$ cat config.mk
export PLATFORM = sky130hd
export DESIGN_NAME = fail_out
export DESIGN_NICKNAME = d
export VERILOG_FILES = /design/src/rtl/fail_out_pkg.sv /design/src/rtl/fail_out.sv
export SDC_FILE = /design/constraint.sdc
export NUM_CORES = 1
export LEC_CHECK = 0
export ABC_AREA = 0
export BUFFER_PORTS_ARGS = -buffer_cell sky130_fd_sc_hd__buf_2
export CORE_MARGIN = 1
export CORE_UTILIZATION = 48
export DETAILED_ROUTE_END_ITERATION = 8
export PLACE_DENSITY = 0.77
export SLEW_MARGIN = 20
export SYNTH_ARGS = -nofsm -noshare
export SYNTH_HDL_FRONTEND = slang
export SYNTH_SLANG_ARGS = --single-unit
export TNS_END_PERCENT = 5
$ cat constraint.sdc
create_clock -name hclk -period 2.2 [get_ports hclk]
set_clock_uncertainty 0.15 [all_clocks]
set_input_delay 0.22 -clock hclk [delete_from_list [all_inputs] [get_ports hclk]]
set_output_delay 0.22 -clock hclk [all_outputs]
set_load 0.005 [all_outputs]
$ cat src/rtl/fail_out_pkg.sv
// constants, register map and mode encodings of the fail output block
// assumes one 100 MHz clock; software reaches registers over AHB-Lite
// Summary of operation
// - three open-drain active-low fail outputs
// - watchdog fails count: cfg3/4 second, cfg1/2 first
// - thermal level two or regulator short activate
// - overvoltage activates only with reset enable
// - four consecutive undervoltages activate outputs
// - activation enters fail-safe mode simultaneously
// - activation sets failure status flag
// - force-on bit activates outputs for testing
// - release needs conditions gone and flag cleared
// - watchdog flag cleared on sleep/non-watchdog fail-safe, stop-off
// - config two first watchdog fail sets no flag
// - all outputs together; static output held low
// - blink output 1.25 Hz, half duty
// - pwm output runs at 100 Hz
// - duty select 20/10/5/2.5 percent, default 20
// - pins default fail outputs; control reassigns
// - wake-input pin detects wakes into wake status
// - switch pins current-limited only, no diagnosis
// - pin levels reported in normal and stop
// - config changes only in normal; wake kept
// - switch pins off in restart and fail-safe
// - failure-activated outputs persist through restart
package fail_out_pkg;
  localparam logic [7:0] ADDR_CTRL = 8'h00;
  localparam logic [7:0] ADDR_PIN_CFG = 8'h04;
  localparam logic [7:0] ADDR_DEVICE_STATUS_REGISTER = 8'h08;
  localparam logic [7:0] ADDR_WAKE_STAT = 8'h0c;
  localparam logic [7:0] ADDR_WAKE_LVL = 8'h10;
  localparam logic [7:0] ADDR_WD_STAT = 8'h14;
  // ctrl bits
  localparam int CTRL_FORCE_BIT = 0;
  localparam int CTRL_OV_RST_BIT = 1;
  localparam int CTRL_DUTY_LSB = 2;
  localparam logic [1:0] DUTY_RESET = 2'h0;
  // pin function encodings
  typedef enum logic [1:0] {
    PIN_FAIL = 2'b00,
    PIN_WAKE = 2'b01,
    PIN_LOW_SIDE = 2'b10,
    PIN_HIGH_SIDE = 2'b11
  } pin_func_e;
  typedef enum logic [2:0] {
    MODE_INIT = 3'b000,
    MODE_NORMAL = 3'b001,
    MODE_STOP = 3'b010,
    MODE_SLEEP = 3'b011,
    MODE_RESTART = 3'b100,
    MODE_FAIL_SAFE = 3'b101
  } sbc_mode_e;
  // timing
  localparam int CLK_HZ = 100_000_000;
  localparam int BLINK_MHZ = 1250;
  localparam int PWM_HZ = 100;
  localparam int PWM_STEP_HZ = 4000;
  localparam int BLINK_HALF_CYC = CLK_HZ / (BLINK_MHZ * 2) * 1000;
  localparam int PWM_STEP_CYC = CLK_HZ / PWM_STEP_HZ;
  localparam logic [5:0] PWM_STEPS = 6'd40;
  localparam logic [5:0] DUTY20 = 6'd8;
  localparam logic [5:0] DUTY10 = 6'd4;
  localparam logic [5:0] DUTY5 = 6'd2;
  localparam logic [5:0] DUTY2P5 = 6'd1;
  localparam logic [2:0] UV_LIMIT = 3'd4;
  localparam logic [1:0] WD_CNT_RESET = 2'h0;
endpackage

$ cat src/rtl/fail_out.sv
// fail output logic: failure latch, blink and pwm generators, pin functions
// assumes failure inputs from supervisors on the same clock, pins synced
//
// Chosen here: the AHB-Lite slave port and the register offsets.
`timescale 1ns/100ps
module fail_out
  import fail_out_pkg::*;
#(
  parameter int BLINK_CYC = BLINK_HALF_CYC,
  parameter int STEP_CYC = PWM_STEP_CYC
) (
  // clock and reset
  input wire logic hclk,
  input wire logic hresetn,
  // ahb-lite slave
  input wire logic hsel,
  input wire logic [31:0] haddr,
  input wire logic [1:0] htrans,
  input wire logic hwrite,
  input wire logic [2:0] hsize,
  input wire logic [31:0] hwdata,
  input wire logic hready,
  output logic hreadyout,
  output logic hresp,
  output logic [31:0] hrdata,
  // failure sources and chip state
  input wire logic watchdog_fail_flag_event,
  input wire logic wd_trigger_ok,
  input wire logic wd_disabled_stop,
  input wire logic thermal_shutdown_level_two,
  input wire logic main_regulator_short,
  input wire logic main_regulator_overvoltage,
  input wire logic main_regulator_undervoltage,
  input wire logic [1:0] hw_config,
  input wire logic [2:0] sbc_mode,
  output logic fail_safe_request,
  // pins: fail_static_out, blink pin, pwm pin
  output logic fail_static_out_oe,
  input wire logic [1:0] pin_in,
  output logic [1:0] pin_out,
  output logic [1:0] pin_oe,
  output logic [1:0] high_side_on
);
  typedef struct packed {
    logic force_on;
    logic ov_rst_en;
    logic [1:0] duty;
    logic [1:0] func2;
    logic [1:0] func3;
    logic failure_flag;
    logic watchdog_fail_flag_flag;
    logic [1:0] wd_cnt;
    logic [2:0] uv_cnt;
    logic uv_prev;
    logic wd_prev;
    logic fail_act;
    logic [1:0] wake_stat;
    logic [1:0] pin_prev;
    logic [1:0] pin_s1;
    logic [1:0] pin_s2;
    logic [1:0] lvl_stat;
    logic [26:0] blink_cnt;
    logic blink_ph;
    logic [19:0] step_cnt;
    logic [5:0] pwm_pos;
    logic ph_we;
    logic ph_act;
    logic [7:0] ph_addr;
    logic [31:0] rdata;
  } state_s;
  state_s s_q, s_d;
  logic wd_hit, wd_sets_flag, cond_any, activate, normal;
  logic [5:0] duty_steps;
  logic [31:0] rd_mux;
  always_comb begin
    s_d = s_q;
    normal = (sbc_mode == MODE_NORMAL);
    // first sync stage only feeds the second
    s_d.pin_s1 = pin_in;
    s_d.pin_s2 = s_q.pin_s1;
    s_d.wd_prev = watchdog_fail_flag_event;
    s_d.uv_prev = main_regulator_undervoltage;
    wd_hit = 1'b0;
    wd_sets_flag = 1'b0;
    if (watchdog_fail_flag_event && !s_q.wd_prev) begin
      if (hw_config[1]) begin
        wd_hit = (s_q.wd_cnt != WD_CNT_RESET);
      end else begin
        wd_hit = 1'b1;
      end
      // config two counts from zero; first fail sets no flag
      wd_sets_flag = wd_hit && !((hw_config == 2'd1) &&
        (s_q.wd_cnt == WD_CNT_RESET));
      if (s_q.wd_cnt != 2'h3) begin
        s_d.wd_cnt = s_q.wd_cnt + 2'h1;
      end
    end
    if (main_regulator_undervoltage && !s_q.uv_prev &&
        s_q.uv_cnt < UV_LIMIT) begin
      s_d.uv_cnt = s_q.uv_cnt + 3'd1;
    end
    cond_any = thermal_shutdown_level_two || main_regulator_short ||
      (main_regulator_overvoltage && s_q.ov_rst_en) ||
      (s_q.uv_cnt == UV_LIMIT) || s_q.watchdog_fail_flag_flag;
    activate = wd_hit || thermal_shutdown_level_two ||
      main_regulator_short ||
      (main_regulator_overvoltage && s_q.ov_rst_en) ||
      (s_q.uv_cnt == UV_LIMIT);
    // watchdog flag cleared by good trigger, sleep or non-watchdog_fail_flag-safe
    if (wd_trigger_ok || wd_disabled_stop ||
        sbc_mode == MODE_SLEEP ||
        (activate && !wd_hit)) begin
      s_d.watchdog_fail_flag_flag = 1'b0;
    end
    if (wd_hit) begin
      s_d.watchdog_fail_flag_flag = 1'b1;
    end
    if (wd_trigger_ok) begin
      s_d.wd_cnt = WD_CNT_RESET;
    end
    if (!main_regulator_undervoltage && s_q.uv_cnt != UV_LIMIT &&
        wd_trigger_ok) begin
      s_d.uv_cnt = 3'd0;
    end
    // bus write data phase; set beats clear
    if (s_q.ph_act && s_q.ph_we) begin
      case (s_q.ph_addr)
        ADDR_CTRL: begin
          s_d.force_on = hwdata[CTRL_FORCE_BIT];
          s_d.ov_rst_en = hwdata[CTRL_OV_RST_BIT];
          s_d.duty = hwdata[CTRL_DUTY_LSB+:2];
        end
        ADDR_PIN_CFG: begin
          if (normal) begin
            s_d.func2 = hwdata[1:0];
            s_d.func3 = hwdata[3:2];
          end
        end
        ADDR_DEVICE_STATUS_REGISTER: begin
          // host clears flag after watchdog flag is gone
          if (hwdata[0] && !s_q.watchdog_fail_flag_flag && !cond_any) begin
            s_d.failure_flag = 1'b0;
          end
          if (hwdata[1]) begin
            s_d.uv_cnt = 3'd0;
          end
        end
        ADDR_WAKE_STAT: begin
          s_d.wake_stat = s_q.wake_stat & ~hwdata[1:0];
        end
        default: begin
        end
      endcase
    end
    if (activate && (!wd_hit || wd_sets_flag || !watchdog_fail_flag_event)) begin
      s_d.failure_flag = 1'b1;
    end
    if (wd_sets_flag) begin
      s_d.failure_flag = 1'b1;
    end
    if (activate) begin
      s_d.fail_act = 1'b1;
    end else if (normal && !s_q.failure_flag && !cond_any) begin
      s_d.fail_act = 1'b0;
    end
    // wake detection on rising or falling edge of wake-input pins
    for (int i = 0; i < 2; i++) begin
      if ((i == 0 ? s_q.func2 : s_q.func3) == PIN_WAKE &&
          sbc_mode != MODE_FAIL_SAFE &&
          s_q.pin_s2[i] != s_q.pin_prev[i]) begin
        s_d.wake_stat[i] = 1'b1;
      end
    end
    s_d.pin_prev = s_q.pin_s2;
    if (normal || sbc_mode == MODE_STOP) begin
      s_d.lvl_stat = s_q.pin_s2;
    end
    // blink generator
    if (s_q.blink_cnt >= 27'(BLINK_CYC - 1)) begin
      s_d.blink_cnt = 27'd0;
      s_d.blink_ph = !s_q.blink_ph;
    end else begin
      s_d.blink_cnt = s_q.blink_cnt + 27'd1;
    end
    // pwm generator: 40 steps per 10 ms period
    if (s_q.step_cnt >= 20'(STEP_CYC - 1)) begin
      s_d.step_cnt = 20'd0;
      if (s_q.pwm_pos == PWM_STEPS - 6'd1) begin
        s_d.pwm_pos = 6'd0;
      end else begin
        s_d.pwm_pos = s_q.pwm_pos + 6'd1;
      end
    end else begin
      s_d.step_cnt = s_q.step_cnt + 20'd1;
    end
    if (!(s_q.fail_act || s_q.force_on)) begin
      s_d.blink_cnt = 27'd0;
      s_d.blink_ph = 1'b0;
      s_d.step_cnt = 20'd0;
      s_d.pwm_pos = 6'd0;
    end
    // address phase capture
    if (hready) begin
      s_d.ph_act = hsel && htrans[1];
      s_d.ph_we = hwrite;
      s_d.ph_addr = haddr[7:0];
      s_d.rdata = rd_mux;
    end
  end
  always_comb begin
    case (haddr[7:0])
      ADDR_CTRL: rd_mux = {28'h0, s_q.duty, s_q.ov_rst_en, s_q.force_on};
      ADDR_PIN_CFG: rd_mux = {28'h0, s_q.func3, s_q.func2};
      ADDR_DEVICE_STATUS_REGISTER: rd_mux = {28'h0, s_q.uv_cnt == UV_LIMIT,
        s_q.fail_act, 1'b0, s_q.failure_flag};
      ADDR_WAKE_STAT: rd_mux = {30'h0, s_q.wake_stat};
      ADDR_WAKE_LVL: rd_mux = {30'h0, s_q.lvl_stat};
      ADDR_WD_STAT: rd_mux = {29'h0, s_q.wd_cnt, s_q.watchdog_fail_flag_flag};
      default: rd_mux = 32'h0;
    endcase
  end
  always_ff @(posedge hclk or negedge hresetn) begin
    if (!hresetn) begin
      s_q <= '0;
    end else begin
      s_q <= s_d;
    end
  end
  always_comb begin
    case (s_q.duty)
      2'd0: duty_steps = DUTY20;
      2'd1: duty_steps = DUTY10;
      2'd2: duty_steps = DUTY5;
      default: duty_steps = DUTY2P5;
    endcase
  end
  logic fail_on, pwm_low;
  logic [1:0] fail_drive;
  assign fail_on = s_q.fail_act || s_q.force_on;
  assign pwm_low = (s_q.pwm_pos < duty_steps);
  assign fail_drive = {fail_on && pwm_low, fail_on && !s_q.blink_ph};
  assign fail_static_out_oe = fail_on;
  assign fail_safe_request = s_q.fail_act;
  always_comb begin
    for (int i = 0; i < 2; i++) begin
      pin_out[i] = 1'b0;
      pin_oe[i] = 1'b0;
      high_side_on[i] = 1'b0;
      case (i == 0 ? s_q.func2 : s_q.func3)
        PIN_FAIL: pin_oe[i] = fail_drive[i];
        PIN_LOW_SIDE: pin_oe[i] = !(sbc_mode == MODE_RESTART ||
          sbc_mode == MODE_FAIL_SAFE);
        PIN_HIGH_SIDE: begin
          high_side_on[i] = !(sbc_mode == MODE_RESTART ||
            sbc_mode == MODE_FAIL_SAFE);
          pin_out[i] = high_side_on[i];
        end
        default: pin_oe[i] = 1'b0;
      endcase
    end
  end
  assign hreadyout = 1'b1;
  assign hresp = 1'b0;
  assign hrdata = s_q.rdata;
endmodule

==> metrics.md <==
| Metric | Value |
|---|---|
| Outcome | `complete, but fails checks` |
| Failing checks | `negative setup slack` |
| Non-Filler Instances | `701` |
| Clk_lat worst skew | `0.36 ns` |
| Post-synthesis register bit count | `96` |
| Crit path max-delay family | `compound AO/OA/AOI/OAI gates` |
| Worst-path cell chain | `nand2b_4 > ha_4 > a21o_1 > a21oi_2 > o2111ai_2 > a21oi_2 > buf_2` |
| Synth Instances | `479` |
| Commonest non-fill, non-tap cells in the layout | `95 x dfrtp_1, 64 x nor2_1, 42 x buf_2` |
| RR Endpoint | `s_q[120]` |
| Crit path launch type | `register` |
| Setup slack, reg-to-reg | `0.06 ns` |
| Mapped Avg Cell Area | `10.22 sq um` |
| Final Cycle Share | `103.6%` |
| R2R Path Start | `s_q[37]` |
| Most used DFF post-synth | `dfrtp_1` |
| Synthesized area | `4896 sq um` |
| Lkg Pwr | `0.002607 uW` |
| CTS Buf Count | `9` |
| Switching part of the total | `27.34%` |
| Final net count | `661` |
| Tmin final | `2.279 ns` |
| ANT nets after route | `0` |
| Vias | `3611` |
| FMAX | `0.4388 GHz` |
| Worst Path Class, Setup | `register to output pin` |
| Worst Hold Class | `input port to register` |
| Synth warn | `0` |
| Pwr Total | `3768 uW` |
| Seq/Total Area, Yosys | `49.07%` |
| Die area | `10610 sq um` |
| Share of layout cells above drive strength 1 | `20.95%` |
| Ys async rst share | `100.0%` |
| Drt pass-1 iters | `4` |
| Setup total negative slack | `-0.07899 ns` |
| Switch Pwr | `1030 uW` |
| Pin count of the biggest net entering global routing | `43` |
| PortBufs | `43` |
| Unique masters post-synth | `57` |
| Worst EP required | `1.83 ns` |
| Maximum VDD drop | `0.3929 mV` |
| Area contributors post-synth | `dfrtp_1 49%, buf_4 5.5%, nor2_1 4.9%` |
| Crit-path most repeated cell | `a21oi_2` |
| Hpwl dp | `6775 microns` |
| Post-route cell area | `5733 sq um` |
| Slew Viols, Final | `0` |
| CP max stage delay | `0.42 ns` |
| Die height | `103.0 microns` |
| CTS max path bufs | `2` |
| GRT overflow | `0` |
| Setup violators final | `1` |
| IO Pins | `130` |
| Worst Hold End | `s_q[115]` |
| GRT Overall Usage | `20.07%` |
| Antenna Diode Count | `0` |
| Clock transition at path regs | `0.09 ns` |
| Initial DRC count | `160` |
| EDFF count, synth | `0` |
| First-pass GRT wire length | `16260 microns` |
| Avg WL per Cell | `14.04 microns` |
| CTS root buf | `clkbuf_8` |
| DP Cell Count | `661` |
| Final hold vios | `0` |
| Hold slack | `0.03843 ns` |
| Synth-to-Final Area Change | `17.10%` |
| Hold path depth | `4` |
| Setup crit end kind | `output pin` |
| Core area | `9819 sq um` |
| CTS tree | `done` |
| Vias per Instance | `5.151` |
| Die X | `103.0 microns` |
| Initial Utilization | `49.86%` |
| Worst Min Path Start | `hw_config[0]` |
| Cell Int Power | `2738 uW` |
| Max-Cap Viols | `0` |
| RSZ-0062 raised after global routing | `true` |
| Cell Pwr Density | `657.3 nW/um^2` |
| Area fraction of the dominant cell type after synthesis | `49.07%` |
| Number of cell rows | `36` |
| Clock share of power | `29.3%` |
| Comb pwr share | `17.3%` |
| Final WS setup | `-0.07899 ns` |
| Placer Congestion | `0.8266` |
| Post-DP Area | `5238 sq um` |
| CTS Sinks | `96` |
| CP max-delay cell | `dfrtp_1` |
| DR DRC count | `0` |
| Commonest non-fill, non-tap cell in the layout | `dfrtp_1` |
| Flop pwr share | `53.4%` |
| R2R depth | `5` |
| Worst endpoint data arrival time | `1.91 ns` |
| Peak fanout along the critical path | `4` |
| Antenna violations before repair | `0` |
| H-Tree Depth | `3` |
| Total Routed Length | `9844 microns` |
| CP bufs+invs | `1` |
| Vias in the first global route | `3598` |
| Synth area leader | `dfrtp_1` |
==> state kept, by name, summed over array words and instances (netlist names) <==
register,cells
s_q,87
s_d,4
hrdata,4
fail_safe_request,1
==> per-layer routing <==
layer  GRT usage (%)  share of wire, %  wire length [microns]  up-vias
met1           23.55                43                   4253     1739
met5               0                 0                      0        -
met2           35.03                51                   4985      108
met4           8.776               1.3                    125        0
met3           4.814               4.9                    480       16
li1                -                 -                      -     1748
==> power by group through the flow <==
stage | logic (uW) | clock network, uW | registers, uW
CTS | 644 | 1130 | 2010
finish | 652 | 1100 | 2010
global placement | 536 | 0 | 2030
floorplan | 426 | 0 | 2010
global route | 760 | 1190 | 2030
detailed placement | 568 | 0 | 2040
==> kinds of logic after synthesis <==
group                    count (synthesis)  synth area share (%)
multiplexers                            27                 6.006
AND/OR/NAND/NOR                        179                 18.78
AO/OA/AOI/OAI                           55                 7.616
XOR/XNOR                                40                 7.156
flip-flops                              96                 49.07
adder cells (fa/ha/maj)                 10                 2.556
buffers and inverters                   70                 8.663
other                                    2                0.1534
==> cells in the mapped netlist, drive strengths merged (2+ instances only) <==
cell type and count:
a21o 3, nand3 23, nand4b 2, xnor2 19, a41o 2, o22ai 3
nor3 10, nand2b 5, nor2 64, nand4 7, o41ai 2, a22o 2
ha 10, or2 2, xor2 21, conb 2, o21ai 15, mux2 19
or4 3, mux2i 8, a31oi 5, clkbuf 4, nor4 8, inv 23
and3 8, nand2 28, buf 43, a21oi 10, nor2b 2, dfrtp 96
nand4bb 3, a211oi 4, nor3b 5, nand3b 4
==> worst max-delay path by stage <==
stage | from | cells after the start | slack [ns] | to
global route | s_q[120] | 7 | -0.18 | pin_oe[1]
floorplan | s_q[48] | 8 | 0.01 | s_q[45]
global placement | s_q[37] | 4 | 0.01 | s_q[118]
finish | s_q[120] | 7 | -0.08 | pin_oe[1]
CTS | s_q[120] | 7 | -0.08 | pin_oe[1]
detailed placement | s_q[37] | 6 | -0.06 | s_q[115]
==> worst min-delay path, stage by stage <==
cell and delay, ns:
buf_2 0.10, nand2_1 0.05, nor3_1 0.04, o21ai_1 0.10
==> through the flow <==
step                setup slack [ns]  utilization, %
finish                      -0.07899           58.38
detailed placement          -0.06182           53.34
floorplan                    0.01456               -
CTS                         -0.07909           58.14
global placement             0.01385           53.34
global route                 -0.1803           58.38
==> area by class of cell <==
class	instances	area (sq um)
clock buffers	12	135.1
clock inverters	4	45.04
fillers	810	4086
inverters	23	86.33
multi-input cells	347	2275
flip-flops and latches	96	2404
well taps	133	166.4
repair buffers	86	621.8
==> what timing repair did <==
action                                  CTS  global route
setup buffers                             3             0
pin swaps                                 5             7
hold buffers                             21             0
endpoints found under the hold margin    56             0
endpoints found under the setup margin    4            44
resized for setup                        12             6
(Power assumes the default switching activity.)
